--- src/asp_pkg.sv ---
// Purpose: Shared constants, types and helpers for the serial port pair.
// Assumes: Both ends run on aclk; bit timing comes from each end's own divider.
// Notes:   Frame shape and receive states are shared by both ends; each register map serves one end.
package asp_pkg;

  // Register addresses and reset value of the device port
  localparam logic [7:0] ASP_CTRL_ADDR  = 8'h98;
  localparam logic [7:0] ASP_DATA_ADDR  = 8'h99;
  localparam logic [7:0] ASP_CTRL_RESET = 8'h40;

  // Control field positions
  localparam int ASP_MODE_BIT = 7;
  localparam int ASP_ONE_BIT  = 6;
  localparam int ASP_MCE_BIT  = 5;
  localparam int ASP_REN_BIT  = 4;
  localparam int ASP_TB8_BIT  = 3;
  localparam int ASP_RB8_BIT  = 2;
  localparam int ASP_TI_BIT   = 1;
  localparam int ASP_RI_BIT   = 0;

  // Frame shape
  localparam logic [3:0] ASP_BITS_8   = 4'h8;
  localparam logic [3:0] ASP_BITS_9   = 4'h9;
  localparam logic [7:0] ASP_TL_WRAP  = 8'hff;

  // Far end register map (AXI4-Lite byte addresses)
  localparam logic [7:0] ASP_FE_CTRL   = 8'h00;
  localparam logic [7:0] ASP_FE_STATUS = 8'h04;
  localparam logic [7:0] ASP_FE_TXDATA = 8'h08;
  localparam logic [7:0] ASP_FE_RXDATA = 8'h0c;
  localparam int ASP_FE_MODE_BIT  = 0;
  localparam int ASP_FE_TB8_BIT   = 1;
  localparam int ASP_FE_HALF_LSB  = 16;
  localparam logic [15:0] ASP_FE_HALF_RESET = 16'h0080;
  localparam logic [1:0] ASP_RESP_OKAY   = 2'h0;
  localparam logic [1:0] ASP_RESP_SLVERR = 2'h2;

  typedef enum logic [1:0] {
    asp_rx_idle  = 2'b00,
    asp_rx_start = 2'b01,
    asp_rx_data  = 2'b10,
    asp_rx_stop  = 2'b11
  } asp_rx_state_e;

  // Data bits per frame, ninth bit included in 9-bit mode
  function automatic logic [3:0] asp_data_bits(input logic nine);
    return nine ? ASP_BITS_9 : ASP_BITS_8;
  endfunction : asp_data_bits

  // Transmit frame image, LSB leaves first: start, data, ninth or stop, stop
  function automatic logic [10:0] asp_frame(input logic nine, input logic tb8,
                                            input logic [7:0] data);
    return {1'b1, nine ? tb8 : 1'b1, data, 1'b0};
  endfunction : asp_frame

endpackage : asp_pkg

--- src/asp_link_if.sv ---
// Purpose: Serial line pair between the port and its remote partner.
// Assumes: Both lines are driven push-pull and idle high.
// Notes:   No clocking; each end synchronises what it receives.
`timescale 1ns/1ps
interface asp_link_if;
  logic serial_out_line;
  logic serial_in_line;

  modport device (output serial_out_line, input serial_in_line);
  modport far    (output serial_in_line, input serial_out_line);
endinterface : asp_link_if

--- src/asp_device.sv ---
// Purpose: 8/9-bit asynchronous serial port with control and data registers.
// Assumes: t1_tick is the timer clock enable from the same clock domain.
// Notes:   Register reads return one cycle after the address is presented.
//
// The implementer's own choice: the sfr_addr/sfr_wr byte port to the registers.
`timescale 1ns/1ps
module asp_device (
  // Clock, reset and freeze
  input  wire logic       aclk,
  input  wire logic       aresetn,
  input  wire logic       ce,
  // Bit rate source
  input  wire logic       t1_tick,
  input  wire logic [7:0] baud_reload_value,
  // Register port
  input  wire logic [7:0] sfr_addr,
  input  wire logic       sfr_wr,
  input  wire logic [7:0] sfr_wdata,
  output logic      [7:0] sfr_rdata,
  // Interrupt
  input  wire logic       int_enable,
  output logic            uart_irq,
  // Serial lines
  asp_link_if.device      link
);

  ////////////////////////////////////////////////////////////////////////////
  // Declarations
  logic                   frame_length_select;
  logic                   address_filter_enable;
  logic                   receive_enable_field;
  logic                   tx_ninth_bit;
  logic                   rx_ninth_bit;
  logic                   tx_done_flag;
  logic                   rx_done_flag;
  logic [7:0]             rx_latch;
  logic [7:0]             tx_hold;
  logic                   tx_pend;
  logic [9:0]             tx_shift;
  logic [10:0]            tx_image;
  logic [3:0]             tx_left;
  logic                   tx_line;
  logic [7:0]             tx_tl;
  logic [7:0]             rx_tl;
  logic                   tx_half;
  logic                   rx_half;
  logic [1:0]             rx_sync;
  logic                   rx_prev;
  asp_pkg::asp_rx_state_e rx_state;
  logic [3:0]             rx_cnt;
  logic [8:0]             rx_bits;
  logic                   ctrl_wr;
  logic                   data_wr;
  logic                   tx_ovf;
  logic                   tx_bit;
  logic                   rx_ovf;
  logic                   rx_sample;
  logic                   rx_line;
  logic                   stop_seen;
  logic                   filter_bit;
  logic                   accept;
  logic                   set_ti;
  logic                   set_ri;
  logic [7:0]             ctrl_image;

  assign ctrl_wr = ce && sfr_wr && (sfr_addr == asp_pkg::ASP_CTRL_ADDR);
  assign data_wr = ce && sfr_wr && (sfr_addr == asp_pkg::ASP_DATA_ADDR);

  ////////////////////////////////////////////////////////////////////////////
  // Transmit and receive timers, each a reloading copy of the timer low byte
  assign tx_ovf    = t1_tick && (tx_tl == asp_pkg::ASP_TL_WRAP);
  assign tx_bit    = tx_ovf && tx_half;
  assign rx_ovf    = t1_tick && (rx_tl == asp_pkg::ASP_TL_WRAP);
  // First overflow after a forced reload lands half a bit in: bit centre
  assign rx_sample = rx_ovf && !rx_half;

  always_ff @(posedge aclk) begin
    if (!aresetn) begin
      tx_tl   <= 8'h00;
      tx_half <= 1'b0;
    end else if (ce && t1_tick) begin
      tx_tl   <= tx_ovf ? baud_reload_value : tx_tl + 8'h01;
      tx_half <= tx_half ^ tx_ovf;
    end
  end

  always_ff @(posedge aclk) begin
    if (!aresetn) begin
      rx_tl   <= 8'h00;
      rx_half <= 1'b0;
    end else if (ce) begin
      if (stop_seen) begin
        rx_tl   <= baud_reload_value;
        rx_half <= 1'b0;
      end else if (t1_tick) begin
        rx_tl   <= rx_ovf ? baud_reload_value : rx_tl + 8'h01;
        rx_half <= rx_half ^ rx_ovf;
      end
    end
  end

  ////////////////////////////////////////////////////////////////////////////
  // Transmitter
  always_ff @(posedge aclk) begin
    if (!aresetn) begin
      tx_hold <= 8'h00;
      tx_pend <= 1'b0;
    end else if (ce) begin
      if (data_wr) begin
        tx_hold <= sfr_wdata;
        tx_pend <= 1'b1;
      end else if (tx_bit && tx_left == 4'h0) begin
        tx_pend <= 1'b0;
      end
    end
  end

  // A write during a frame is held and sent right after the current stop bit
  always_ff @(posedge aclk) begin
    if (!aresetn) begin
      tx_shift <= 10'h3ff;
      tx_left  <= 4'h0;
      tx_line  <= 1'b1;
    end else if (ce && tx_bit) begin
      if (tx_left != 4'h0) begin
        tx_line  <= tx_shift[0];
        tx_shift <= {1'b1, tx_shift[9:1]};
        tx_left  <= tx_left - 4'h1;
      end else if (tx_pend) begin
        tx_line  <= 1'b0;
        tx_shift <= tx_image[10:1];
        tx_left  <= asp_pkg::asp_data_bits(frame_length_select) + 4'h1;
      end else begin
        tx_line  <= 1'b1;
      end
    end
  end

  assign set_ti = ce && tx_bit && (tx_left == 4'h1);
  assign tx_image = asp_pkg::asp_frame(frame_length_select, tx_ninth_bit, tx_hold);
  ////////////////////////////////////////////////////////////////////////////
  // Receiver
  always_ff @(posedge aclk) begin
    if (!aresetn) begin
      rx_sync <= 2'b11;
      rx_prev <= 1'b1;
    end else if (ce) begin
      rx_sync <= {rx_sync[0], link.serial_in_line};
      rx_prev <= rx_sync[1];
    end
  end

  assign rx_line   = rx_sync[1];
  assign stop_seen = receive_enable_field && (rx_state == asp_pkg::asp_rx_idle) &&
                     rx_prev && !rx_line;
  assign filter_bit = frame_length_select ? rx_bits[8] : rx_line;
  assign accept     = !rx_done_flag && (!address_filter_enable || filter_bit);
  assign set_ri     = ce && rx_sample && (rx_state == asp_pkg::asp_rx_stop) &&
                      accept;

  always_ff @(posedge aclk) begin
    if (!aresetn) begin
      rx_state <= asp_pkg::asp_rx_idle;
      rx_cnt   <= 4'h0;
      rx_bits  <= 9'h000;
    end else if (ce) begin
      case (rx_state)
        asp_pkg::asp_rx_idle: begin
          rx_cnt <= 4'h0;
          if (stop_seen) begin
            rx_state <= asp_pkg::asp_rx_start;
          end
        end
        asp_pkg::asp_rx_start: begin
          if (rx_sample) begin
            // A high centre means a glitch, not a start bit
            rx_state <= rx_line ? asp_pkg::asp_rx_idle : asp_pkg::asp_rx_data;
          end
        end
        asp_pkg::asp_rx_data: begin
          if (rx_sample) begin
            rx_bits[rx_cnt] <= rx_line;
            rx_cnt          <= rx_cnt + 4'h1;
            if (rx_cnt == asp_pkg::asp_data_bits(frame_length_select) - 4'h1) begin
              rx_state <= asp_pkg::asp_rx_stop;
            end
          end
        end
        asp_pkg::asp_rx_stop: begin
          if (rx_sample) begin
            rx_state <= asp_pkg::asp_rx_idle;
          end
        end
        default: rx_state <= asp_pkg::asp_rx_idle;
      endcase
    end
  end

  // Rejected frames leave buffer and ninth bit untouched
  always_ff @(posedge aclk) begin
    if (!aresetn) begin
      rx_latch     <= 8'h00;
      rx_ninth_bit <= 1'b0;
    end else if (set_ri) begin
      rx_latch     <= rx_bits[7:0];
      rx_ninth_bit <= filter_bit;
    end
  end

  ////////////////////////////////////////////////////////////////////////////
  // Control register; a hardware set wins over a software clear
  always_ff @(posedge aclk) begin
    if (!aresetn) begin
      frame_length_select   <= asp_pkg::ASP_CTRL_RESET[asp_pkg::ASP_MODE_BIT];
      address_filter_enable <= asp_pkg::ASP_CTRL_RESET[asp_pkg::ASP_MCE_BIT];
      receive_enable_field  <= asp_pkg::ASP_CTRL_RESET[asp_pkg::ASP_REN_BIT];
      tx_ninth_bit          <= asp_pkg::ASP_CTRL_RESET[asp_pkg::ASP_TB8_BIT];
    end else if (ctrl_wr) begin
      frame_length_select   <= sfr_wdata[asp_pkg::ASP_MODE_BIT];
      address_filter_enable <= sfr_wdata[asp_pkg::ASP_MCE_BIT];
      receive_enable_field  <= sfr_wdata[asp_pkg::ASP_REN_BIT];
      tx_ninth_bit          <= sfr_wdata[asp_pkg::ASP_TB8_BIT];
    end
  end

  always_ff @(posedge aclk) begin
    if (!aresetn) begin
      tx_done_flag <= asp_pkg::ASP_CTRL_RESET[asp_pkg::ASP_TI_BIT];
      rx_done_flag <= asp_pkg::ASP_CTRL_RESET[asp_pkg::ASP_RI_BIT];
    end else if (ce) begin
      // Software may write either flag; hardware never clears them
      tx_done_flag <= set_ti || (ctrl_wr ? sfr_wdata[asp_pkg::ASP_TI_BIT]
                                         : tx_done_flag);
      rx_done_flag <= set_ri || (ctrl_wr ? sfr_wdata[asp_pkg::ASP_RI_BIT]
                                         : rx_done_flag);
    end
  end

  always_comb begin
    ctrl_image                         = 8'h00;
    ctrl_image[asp_pkg::ASP_MODE_BIT]  = frame_length_select;
    ctrl_image[asp_pkg::ASP_ONE_BIT]   = 1'b1;
    ctrl_image[asp_pkg::ASP_MCE_BIT]   = address_filter_enable;
    ctrl_image[asp_pkg::ASP_REN_BIT]   = receive_enable_field;
    ctrl_image[asp_pkg::ASP_TB8_BIT]   = tx_ninth_bit;
    ctrl_image[asp_pkg::ASP_RB8_BIT]   = rx_ninth_bit;
    ctrl_image[asp_pkg::ASP_TI_BIT]    = tx_done_flag;
    ctrl_image[asp_pkg::ASP_RI_BIT]    = rx_done_flag;
  end

  ////////////////////////////////////////////////////////////////////////////
  // Registered outputs
  always_ff @(posedge aclk) begin
    if (!aresetn) begin
      sfr_rdata <= 8'h00;
    end else if (ce) begin
      if (sfr_addr == asp_pkg::ASP_CTRL_ADDR) begin
        sfr_rdata <= ctrl_image;
      end else if (sfr_addr == asp_pkg::ASP_DATA_ADDR) begin
        sfr_rdata <= rx_latch;
      end else begin
        sfr_rdata <= 8'h00;
      end
    end
  end

  always_ff @(posedge aclk) begin
    if (!aresetn) begin
      uart_irq <= 1'b0;
    end else if (ce) begin
      uart_irq <= int_enable && (tx_done_flag || rx_done_flag);
    end
  end

  assign link.serial_out_line = tx_line;

endmodule : asp_device

--- src/flat_wrapper.sv ---
// flat-port wrapper written by rule: the top's interface ports become plain ports
module asp_device_flat 
  (aclk, aresetn, ce, t1_tick, baud_reload_value, sfr_addr, sfr_wr, sfr_wdata, sfr_rdata, int_enable, uart_irq, link_serial_out_line, link_serial_in_line);
  asp_link_if link_i ();
  input  wire logic aclk;
  input  wire logic aresetn;
  input  wire logic ce;
  input  wire logic t1_tick;
  input  wire logic [7:0] baud_reload_value;
  input  wire logic [7:0] sfr_addr;
  input  wire logic sfr_wr;
  input  wire logic [7:0] sfr_wdata;
  output logic      [7:0] sfr_rdata;
  input  wire logic int_enable;
  output logic uart_irq;
  output wire logic [$bits(link_i.serial_out_line)-1:0] link_serial_out_line;
  input wire logic [$bits(link_i.serial_in_line)-1:0] link_serial_in_line;
  assign link_serial_out_line = link_i.serial_out_line;
  assign link_i.serial_in_line = link_serial_in_line;
  asp_device u_core (.aclk(aclk), .aresetn(aresetn), .ce(ce), .t1_tick(t1_tick), .baud_reload_value(baud_reload_value), .sfr_addr(sfr_addr), .sfr_wr(sfr_wr), .sfr_wdata(sfr_wdata), .sfr_rdata(sfr_rdata), .int_enable(int_enable), .uart_irq(uart_irq), .link(link_i));
endmodule
--- config.mk ---
export PLATFORM = sky130hd
export DESIGN_NAME = asp_device_flat
export DESIGN_NICKNAME = d
export VERILOG_FILES = /design/src/asp_pkg.sv /design/src/asp_link_if.sv /design/src/asp_device.sv /design/src/flat_wrapper.sv
export SDC_FILE = /design/constraint.sdc
export NUM_CORES = 1
export LEC_CHECK = 0
export ABC_AREA = 1
export ABC_CLOCK_PERIOD_IN_PS = 3100
export BUFFER_PORTS_ARGS = -buffer_cell sky130_fd_sc_hd__buf_2
export CAP_MARGIN = 10
export CORE_MARGIN = 5
export CORE_UTILIZATION = 63
export DETAILED_ROUTE_END_ITERATION = 8
export PLACE_DENSITY_LB_ADDON = 0.15
export RECOVER_POWER = 25
export SLEW_MARGIN = 10
export SYNTH_ARGS = -nofsm -noshare
export SYNTH_HDL_FRONTEND = slang
export SYNTH_SLANG_ARGS = --single-unit
--- constraint.sdc ---
create_clock -name aclk -period 3.1 [get_ports aclk]
set_input_delay 0.31 -clock aclk [delete_from_list [all_inputs] [get_ports aclk]]
set_output_delay 0.31 -clock aclk [all_outputs]
set_load 0.03 [all_outputs]
# Word level (Yosys, flattened, before mapping)
# Cells that the tools add are included.
# Widths: inputs -> output; s select.
# classes
add_sub_neg	6
n_lt_le_gt_ge	2
eq_ne	14
mux	33
n_bitwise	2
reduce_logical	42
# ops
op	n
$mux 8	6
$eq 8x8->1 const B	4
$logic_and 1x1->1	20
$mux 10	2
$add 8x1->8 const B	2
$mux 1	12
$mux 2	6
$mux 4	3
$ne 2x1->1 const B	5
$bwmux 9	1
$add 4x1->4 const B	2
$pmux 2 s4	1
$pmux 4 s2	1
$reduce_and 2->1	4
$reduce_bool 2->1	4
$sub 4x1->4 const B	2
$reduce_and 3->1	2
$reduce_and 6->1	1
$lt 4x5->1 const B	1
$demux 1 s4	1
$eq 2x2->1 const B	2
$eq 4x1->1 const B	1
$eq 4x4->1	1
$ge 4x1->1 const B	1
7 further kinds	14
# totals
reg_bits	84
input_bits	31
out_inout_bits	10
wordCells	123

# Depth between registers and ports, before layout
# Gate-level depths: netlist (run 1).
# depth
word_depth	7
ltp_mapped	14
mapped_depth_nobuf	14

# Least setup slack after synthesis (run 1)
# Ideal clock, no wire load.
# synth_path
kind	reg2reg
start	reg u_core.rx_tl[0]
end	reg u_core.rx_cnt[2]
setup_time_ns	0.122
arrival_ns	1.706
t_required_ns	2.978
setup_slack_ns	1.272
path_stages_with_launch	12
path_buffers	0
synth_period_minus_slack_ns	1.828
cell_sequence	dfxtp_1 > ha_1 > nand2_1 > nor2_1 > nand2_1 > inv_1 > ha_1 > nand2_2 > nor2_1 > a21oi_1 > o21ai_0 > nor3b_2
# synth_via
elab_chain_cells	5
# synth_rtl
item	line	rtl
from (decl)	asp_device.sv:44	logic [7:0] rx_tl;
from (signal assigned)	asp_device.sv:93	rx_tl <= baud_reload_value;
from (signal assigned)	asp_device.sv:96	rx_tl <= rx_ovf ? baud_reload_value : rx_tl + 8'h01;
$eq 8x8->1	asp_device.sv:73	assign rx_ovf = t1_tick && (rx_tl == asp_pkg::ASP_TL_WRAP);
$logic_and 1x1->1	asp_device.sv:73	
$logic_and 1x1->1	asp_device.sv:75	assign rx_sample = rx_ovf && !rx_half;
$ne 2x1->1 (no line)	--	
$reduce_and 3->1 (no line)	--	
to (signal assigned)	asp_device.sv:183	rx_cnt <= rx_cnt + 4'h1;
to (decl)	asp_device.sv:50	logic [3:0] rx_cnt;
# Every way passes these cells.
# A chain may end at the register's enable or synchronous reset.

==> impl_metrics.toml, run 1 <==
[outcome]
status = "finished, violations left"
violations = "max-capacitance violations, max-slew violations"

[die]
core_area_sq_um = 6350
rows = 29
dieArea_sq_um = 8280
die_h_um = 91.0
pin_count = 41
die_w_um = 91.0
start_util_pct = 65.0

[drt]
wl_um = 9040
drtPass1Iterations = 7
drt_iter0_drc = 190
via_per_inst = 5.41
vias = 3840
ant_nets = 0
drc = 0
wl_per_cell_um = 12.7

[sta]
worst_pin_slew_ns = 2.39
final_max_slew_viol_count = 64
timing.final.crit_share_pct = 80.6
final.setup.tns_ns = 0
hold_viol = 0
fmax_mhz = 400
slew_headroom_pct = -59.4
finalClockSkew_ns = 0.00778
setup_viol = 0
rsz0062_at_grt = "false"
period_minus_slack_ns = 2.50

[worst_setup_path]
cp_max_fo = 63
worst-setup-path-type = "input port to flip-flop"
critPathTopFamily = "buffers and inverters"
cp-end-kind = "flip-flop"
crit_slowest_cell = "clkbuf_1"
critPathArrivalTime_ns = 2.78
cp_cell_sequence = "clkbuf_1, clkbuf_1, o21ai_0, a21oi_1"
slowest_delay_ns = 1.70
regToRegStartpoint = "u_core.tx_tl[0]"
r2r_cells = 12
critPathLaunchType = "input port"
critPathMostFrequentCell = "clkbuf_1"
reg2reg_setup_slack_ns = 0.92
r2r_end = "u_core.tx_left[3]"
required_ns = 3.38
path_buf_inv = 2

[cts]
htreeDepth = 3
tritoncts = "yes"
root_buffer = "clkbuf_8"
cts-buffers-inserted = 9
post_cts_resize_count = 0
cts_setup_buffers = 0
cts.sinks = 83
clk_latency_ns = 0.36
clockBufferDepth = 2
hold_buffers = 0
path_clk_slew_ns = 0.09

[placement]
io_buffer_count = 40
dp.cells = 694
dp.final_hpwl_um = 6490
place_congestion = 0.892
dpl-instance-area_sq_um = 4310

[cells_and_area]
syn_to_final_growth_pct = 8.48
drive_above_1_share_pct = 10.9
final_common_cell = "nand2_1"
nets = 670
antennaDiodeCount = 0
stdcell_count = 710
final_area_sq_um = 4480
fill_cells = 529
layout_common_cells = "nand2_1, inv_1, dfxtp_1"

[hold_path]
hp-start = "link_serial_in_line"
hold_end = "u_core.rx_sync[0]"
min_path_cells = 3
hp-class = "input port to flip-flop"

[grt]
grt.total_usage_pct = 21.7
grt_use_met3_pct = 4.13
antenna_found_initial = 0
grt_max_degree = 64
grtUsageMet2_pct = 35.2
globalRouteMet1Util_pct = 28.6
grt_pass1_vias = 3410
gr-max-usage-layer = "met2"
grt_overflow = 0
grt_pass1_wl_um = 15100

[power]
static-leakage-power_nw = 2.05
power_mw = 1.99
sw_frac_of_total_pct = 27.4
combPwrFrac_pct = 7.6
power_frac_seq_pct = 55.5
power.switching_mw = 0.544
ir_worst_vdd_mv = 0.344
power_density_nw_per_um2 = 443
clkPwrFrac_pct = 36.9
power.internal_mw = 1.44

[logic_synthesis]
syn_area_per_cell_sq_um = 6.94
yosys_warnings = 0
synth_seq_cells = 83
synth_nets = 637
syn-instance-count = 595
ys_types = 36
synth-seq-area-share_pct = 40.2
synthesis.area_sq_um = 4130

[job]
maxCapViolCount = 1
[registers in the layout, indices dropped and copies added, names as in the netlist, 2 cells and up, named ones only]
signal,count
u_core.rx_bits,9
u_core.tx_shift,9
u_core.rx_latch,8
u_core.rx_tl,8
u_core.sfr_rdata,8
u_core.tx_hold,8
u_core.tx_tl,8
u_core.rx_cnt,4
u_core.tx_left,4
u_core.rx_sync,2
[logic make-up (layout without fill, tap and decap cells)]
group | count (synthesis) | count (layout) | synth area share, %
simple gates | 241 | 241 | 25.0
fa+ha+maj | 11 | 11 | 3.33
compound gates | 144 | 144 | 18.9
xor+xnor | 6 | 6 | 1.27
flops | 83 | 83 | 40.2
buf+inv | 110 | 148 | 11.3
[worst register-to-register path: cells and delay by family (launching register included)]
family                     cells  cell delay, ns
AOI/OAI and AO/OA              2            0.23
buffers and inverters          2            0.28
DFF                            1            0.38
adders and majority gates      2            0.38
and+or+nand+nor                6            0.86
[synthesized netlist by cell type]
cell type,count,area [sq um]
a211oi_1,1,7.51
a21oi_1,46,230
a21oi_2,1,8.76
a31oi_1,3,18.8
a32oi_1,1,8.76
buf_1,2,7.51
buf_2,3,15.0
buf_4,1,7.51
buf_6,6,67.6
clkbuf_1,8,30.0
clkinv_1,2,7.51
dfxtp_1,83,1660
ha_1,11,138
inv_1,83,312
inv_2,5,18.8
nand2_1,113,424
nand2_2,6,37.5
nand2_4,3,33.8
nand3_1,36,180
nand3b_1,1,7.51
nand4_1,1,6.26
nor2_1,68,255
nor2_2,3,18.8
nor3_1,6,30.0
nor3_2,2,20.0
nor3b_2,1,12.5
o211ai_1,10,75.1
o21a_1,2,15.0
o21ai_0,76,380
o21ai_1,1,5.00
o21ai_4,1,16.3
o21bai_1,1,7.51
o31ai_1,1,7.51
or2_2,1,6.26
xnor2_1,3,26.3
xor2_1,3,26.3
[cell type report]
cell class	instances	area, sq um	share of cell area, %
repair buffers	42	198	4.41
inverters	90	338	7.54
flip-flops and latches	83	1660	37.1
multi-input cells	402	2000	44.7
clock buffers	9	124	2.76
clock inverters	7	60.1	1.34
well taps	77	96.3	2.15
[metrics by stage]
step | utilization [%] | hold WS, ns | setup WS, ns
finish | 70.6 | 0.185 | 0.600
global route | 70.6 | 0.187 | 0.355
CTS | 70.8 | 0.179 | 0.959
detailed placement | 67.9 | 0.447 | 0.984
global placement | 67.9 | 0.440 | 1.06
floorplan | - | 0.424 | 1.27
[how the worst max path moves through the flow]
stage / cells past startpoint / to / start / slack (ns)
4_1_cts: 12 / u_core.tx_left[3] / u_core.tx_tl[0] / 0.96
3_3_place_gp: 12 / u_core.tx_left[3] / u_core.tx_tl[0] / 1.06
2_1_floorplan: 11 / u_core.rx_cnt[2] / u_core.rx_tl[0] / 1.27
5_1_grt: 4 / u_core.rx_bits[4] / aresetn / 0.36
3_5_place_dp: 12 / u_core.tx_left[3] / u_core.tx_tl[0] / 0.98
6_report: 4 / u_core.uart_irq / aresetn / 0.60
[power groups by stage]
stage	registers (mW)	clock network (mW)	logic, mW
3_3_place_gp	1.13	0	0.147
6_report	1.10	0.734	0.151
3_5_place_dp	1.13	0	0.150
4_1_cts	1.10	0.740	0.151
5_1_grt	1.11	0.792	0.169
2_1_floorplan	1.13	0	0.0926
[layer usage]
metal,routed length (um),vias to the layer above
li1,-,1972
met1,4160,1767
met2,4330,87
met3,388,14
met4,155,0
met5,0,-
No activity file was read; power rests on OpenSTA's default activity.
==> run 2, diff against run 1 <==
--- a/config.mk
+++ b/config.mk
@@ -6,11 +6,11 @@
 export NUM_CORES = 1
 export LEC_CHECK = 0
 export ABC_AREA = 1
-export ABC_CLOCK_PERIOD_IN_PS = 3100
+export ABC_CLOCK_PERIOD_IN_PS = 2100
 export BUFFER_PORTS_ARGS = -buffer_cell sky130_fd_sc_hd__buf_2
 export CAP_MARGIN = 10
 export CORE_MARGIN = 5
-export CORE_UTILIZATION = 63
+export CORE_UTILIZATION = 53
 export DETAILED_ROUTE_END_ITERATION = 8
 export PLACE_DENSITY_LB_ADDON = 0.15
 export RECOVER_POWER = 25
==> constraint.sdc (replaced) <==
create_clock -name aclk -period 2.1 [get_ports aclk]
set_input_delay 0.21 -clock aclk [delete_from_list [all_inputs] [get_ports aclk]]
set_output_delay 0.21 -clock aclk [all_outputs]
set_load 0.03 [all_outputs]
==> run 2 against run 1 <==
Against the previous run: the run now ends clean; register-to-register slack worse by 0.79 ns; combinational power increased by 51%; sequential power is 48% higher; critical path depth is 7 higher; worst hold slack worse by 0.11 ns; largest cell class unchanged; largest power group unchanged.
==> impl_metrics.toml, run 2 (synthesis results as in run 1) <==
[power]
power_mw = 3.08
power_density_nw_per_um2 = 667
ir_worst_vdd_mv = 0.316
static-leakage-power_nw = 2.11

[worst_setup_path]
critPathLaunchType = "flip-flop"
critPathArrivalTime_ns = 2.25
worst-setup-path-type = "flip-flop to flip-flop"
regToRegStartpoint = "u_core.rx_tl[3]"
cp-end-kind = "flip-flop"
r2r_end = "u_core.rx_bits[0]"
required_ns = 2.38
cp_max_fo = 8
r2r_cells = 11
reg2reg_setup_slack_ns = 0.13

[cells_and_area]
drive_above_1_share_pct = 13.3
antennaDiodeCount = 0
final_area_sq_um = 4620
register_area_sq_um = 1670
multiInputGateArea_sq_um = 2040
fill_cells = 744
syn_to_final_growth_pct = 11.8
largestRegisters = "u_core.rx_bits: 9 flops, u_core.tx_shift: 9 flops"
final_common_cell = "nand2_1"
layout_common_cells = "nand2_1, inv_1, dfxtp_1"
nets = 676

[hold_path]
hp-start = "link_serial_in_line"
hp-class = "input port to flip-flop"
min_path_cells = 3
hold_end = "u_core.rx_sync[0]"

[cts]
clk_latency_ns = 0.35
htreeDepth = 3
root_buffer = "clkbuf_8"
cts.sinks = 83
cts-buffers-inserted = 9
path_clk_slew_ns = 0.08
clockBufferDepth = 2
tritoncts = "yes"
hold_buffers = 0

[drt]
via_per_inst = 5.08
vias = 3762
wl_um = 9380
wl_per_cell_um = 12.7
drc = 0
drt_iter0_drc = 149
drtPass1Iterations = 4
ant_nets = 0

[die]
die_h_um = 98.3
start_util_pct = 54.0
rows = 32
die_w_um = 98.3
dieArea_sq_um = 9660
pin_count = 41
core_area_sq_um = 7650

[sta]
hold_slack_ns = 0.0722
final.setup.tns_ns = 0
final_max_slew_viol_count = 0
worst_pin_slew_ns = 0.644
hold_viol = 0
timing.final.crit_share_pct = 93.9
period_minus_slack_ns = 1.97
slew_headroom_pct = 56.8
finalClockSkew_ns = 0.00891
fmax_mhz = 507
setup_viol = 0
rsz0062_at_grt = "true"

[grt]
grt_pass1_wl_um = 15700
antenna_found_initial = 0
grt_pass1_vias = 3618
grt_max_degree = 37
grt_overflow = 0
grt.total_usage_pct = 19.6

[job]
maxCapViolCount = 0

[placement]
io_buffer_count = 40
dpl-instance-area_sq_um = 4380
place_congestion = 0.805
dp.final_hpwl_um = 6720

[outcome]
status = "completed"
==> run 2: cell count changes in the layout (fill, tap and decap cells not counted), sizes merged <==
| cell | delta |
|---|---|
| buf | +9 |
| inv | -3 |
| bufinv | +2 |
| clkbuf | -2 |
| clkinvlp | -2 |
| nand2 | +1 |
==> run 2: through the flow <==
step	setup WS, ns	instances	util [%]
detailed placement	0.0251	723	57.2
floorplan	0.272	595	-
CTS	0.00406	738	59.9
finish	0.128	740	60.4
global placement	0.127	723	57.2
global route	-0.0630	740	60.4
==> run 2: how the worst max path moves through the flow <==
stage	from	endpoint	slack (ns)	depth (start not counted)
after detailed placement	u_core.rx_tl[0]	u_core.rx_latch[1]	0.03	11
after floorplan	u_core.rx_tl[0]	u_core.rx_cnt[2]	0.27	11
after global routing	u_core.rx_tl[3]	u_core.rx_bits[1]	-0.06	11
after CTS	u_core.rx_tl[0]	u_core.rx_latch[1]	0.004	11
after global placement	u_core.rx_tl[0]	u_core.rx_latch[1]	0.13	11
final	u_core.rx_tl[3]	u_core.rx_bits[0]	0.13	11
==> run 2: power by group <==
part / internal (mW) / total (mW) / switching (mW)
Sequential: 1.60 / 1.63 / 0.0247
Clock: 0.667 / 1.22 / 0.558
Combinational: 0.0809 / 0.228 / 0.147
Total: 2.35 / 3.08 / 0.730
==> run 2: final cells by class <==
type / count / share of cell area (%)
tap: 102 / 2.76
clock inverter: 4 / 1.65
multi-input combinational: 403 / 44.1
inverter: 90 / 7.37
timing repair buffer: 47 / 5.20
sequential: 83 / 36.1
clock buffer: 11 / 2.84
==> run 2: routing by layer <==
layer | GRT usage, % | part of all wire, % | up-vias
met5 | 0 | 0 | -
met4 | 6.09 | 1.2 | 0
met3 | 4.86 | 5.1 | 10
met2 | 33.5 | 49 | 81
met1 | 24.3 | 44 | 1685
li1 | - | - | 1986
==> run 2: critical path: stages (launching register included) <==
cell     delay [ns]
dfxtp_1        0.43
nand3_1        0.16
nor2_2         0.18
nand2_2        0.09
inv_1          0.09
ha_1           0.17
nand2_2        0.09
nor3_4         0.24
inv_4          0.09
nor2_1         0.12
o21ai_0        0.08
a21oi_1        0.15
==> run 2: what timing repair did <==
item                       in CTS  in global routing
hold endpoints to repair        0                  0
setup endpoints to repair       0                 26
setup buffers                   0                  1
gates resized for setup         0                 14
==> run 3, diff against run 2 <==
--- a/config.mk
+++ b/config.mk
@@ -6,11 +6,11 @@
 export NUM_CORES = 1
 export LEC_CHECK = 0
 export ABC_AREA = 1
-export ABC_CLOCK_PERIOD_IN_PS = 2100
+export ABC_CLOCK_PERIOD_IN_PS = 2350
 export BUFFER_PORTS_ARGS = -buffer_cell sky130_fd_sc_hd__buf_2
 export CAP_MARGIN = 10
 export CORE_MARGIN = 5
-export CORE_UTILIZATION = 53
+export CORE_UTILIZATION = 63
 export DETAILED_ROUTE_END_ITERATION = 8
 export PLACE_DENSITY_LB_ADDON = 0.15
 export RECOVER_POWER = 25
==> constraint.sdc (replaced) <==
create_clock -name aclk -period 2.35 [get_ports aclk]
set_input_delay 0.235 -clock aclk [delete_from_list [all_inputs] [get_ports aclk]]
set_output_delay 0.235 -clock aclk [all_outputs]
set_load 0.03 [all_outputs]
==> run 3 against run 2 <==
Against the previous run: core utilization increased by 10 points; combinational power decreased by 13%; clock power decreased by 18%; final cell count decreased by 3.9%; fmax decreased by 8.2%; critical path depth unchanged; wire length decreased by 2.2%; clock-buffer cell count decreased by 2; non-clock buffer count decreased by 4; design area decreased by 2.6%; largest power group unchanged; register-to-register slack improved by 0.07 ns.
==> impl_metrics.toml, run 3 (synthesis results as in run 1) <==
[outcome]
status = "completed"

[grt]
grt.total_usage_pct = 22.6
grt_pass1_wl_um = 15700
antenna_found_initial = 0
grt_max_degree = 46
grt_overflow = 0
grt_pass1_vias = 3537

[drt]
wl_per_cell_um = 12.9
drtPass1Iterations = 4
via_per_inst = 5.37
wl_um = 9170
vias = 3819
drt_iter0_drc = 170
drc = 0
ant_nets = 0

[die]
die_w_um = 91.0
core_area_sq_um = 6350
die_h_um = 91.0
pin_count = 41
start_util_pct = 65.0
rows = 29
dieArea_sq_um = 8280

[worst_setup_path]
critPathLaunchType = "flip-flop"
slowest_delay_ns = 0.40
cp_cell_sequence = "ha_1, nand2_1, nor2_1, nand2_1, inv_1, ha_1, nand2_2, nor2_1, nand2_4, o21ai_0, a21oi_1"
critPathArrivalTime_ns = 2.40
required_ns = 2.60
crit_slowest_cell = "dfxtp_1"
path_buf_inv = 1
worst-setup-path-type = "flip-flop to flip-flop"
cp-end-kind = "flip-flop"
critPathTopFamily = "simple AND/OR/NAND/NOR gates"
cp_max_fo = 17

[sta]
rsz0062_at_grt = "false"
setup_viol = 0
finalClockSkew_ns = 0.00706
fmax_mhz = 466
period_minus_slack_ns = 2.15
final.setup.tns_ns = 0
worst_pin_slew_ns = 0.853
slew_headroom_pct = 43.1
hold_viol = 0
hold_slack_ns = 0.0980
timing.final.crit_share_pct = 91.4
final_max_slew_viol_count = 0

[placement]
dp.final_hpwl_um = 6570
io_buffer_count = 40
place_congestion = 0.797

[cells_and_area]
final_common_cell = "nand2_1"
syn_to_final_growth_pct = 8.97
antennaDiodeCount = 0
drive_above_1_share_pct = 11.2
nets = 671
largestRegisters = "u_core.rx_bits: 9 flops, u_core.tx_shift: 9 flops"
layout_common_cells = "nand2_1, inv_1, dfxtp_1"

[cts]
cts.sinks = 83
cts-buffers-inserted = 9
clockBufferDepth = 2
path_clk_slew_ns = 0.09
htreeDepth = 3
root_buffer = "clkbuf_8"
tritoncts = "yes"
cts_setup_buffers = 0
clk_latency_ns = 0.36

[power]
ir_worst_vdd_mv = 0.511
power_density_nw_per_um2 = 590
power_mw = 2.65
static-leakage-power_nw = 2.08

[job]
maxCapViolCount = 0

[hold_path]
hp-class = "input port to flip-flop"
[run 3: cell count changes in the layout (fill, tap and decap cells not counted), moves of 3 or more]
cell / delta
nor2_1: +5
buf_2: -4
buf_4: -4
inv_6: +4
nor2_2: -4
dfxtp_1: +3
dfxtp_2: -3
[run 3: worst paths after layout]
| check | cells past startpoint | start | endpoint | slack, ns |
|---|---|---|---|---|
| min reg2reg | 2 | u_core.tx_hold[5] | u_core.tx_hold[5] | 0.46 |
| max reg2reg | 11 | u_core.rx_tl[1] | u_core.rx_latch[7] | 0.20 |
| max | 11 | u_core.rx_tl[1] | u_core.rx_latch[7] | 0.20 |
| min | 3 | link_serial_in_line | u_core.rx_sync[0] | 0.1 |
[run 3: stage by stage]
stage          util (%)  worst slack, ns  cells  cell area [sq um]
5_1_grt            70.9          0.00400    711               4500
2_1_floorplan         -            0.522    595               4130
4_1_cts            71.1            0.195    711               4510
6_report           70.9            0.202    711               4500
3_5_place_dp       68.1            0.271    695               4320
3_3_place_gp       68.1            0.361    695               4320
[run 3: worst register-to-register path, cell delays in order (launching register included)]
cell,delay (ns)
dfxtp_1,0.40
ha_1,0.20
nand2_1,0.09
nor2_1,0.17
nand2_1,0.12
inv_1,0.11
ha_1,0.17
nand2_2,0.07
nor2_1,0.28
nand2_4,0.17
o21ai_0,0.20
a21oi_1,0.06
[run 3: area by class of cell]
type,instances,area [sq um]
Tap cell,77,96.3
Inverter,90,338
Clock buffer,9,124
Multi-Input combinational cell,402,2010
Clock inverter,7,66.3
Sequential cell,83,1660
Timing Repair Buffer,43,206
Fill cell,534,1850
[run 3: what timing repair did]
item / in CTS / in global routing
setup endpoints to repair: 0 / 6
gates resized for setup: 0 / 1
hold buffers: 0 / 0
[run 3: routing by layer]
layer	track usage [%]	share of wire, %	up-vias
met4	7.95	1.5	0
li1	-	-	1977
met5	0	0	-
met1	28.1	45	1765
met2	38.8	50	63
met3	4.71	3.7	14
[run 3: report_power, final]
| group | internal, mW | leakage [nW] | total (mW) | switching [mW] |
|---|---|---|---|---|
| sequential | 1.43 | 0.674 | 1.45 | 0.0221 |
| combinational | 0.0684 | 1.30 | 0.199 | 0.130 |
| clock | 0.416 | 0.0991 | 1.00 | 0.585 |
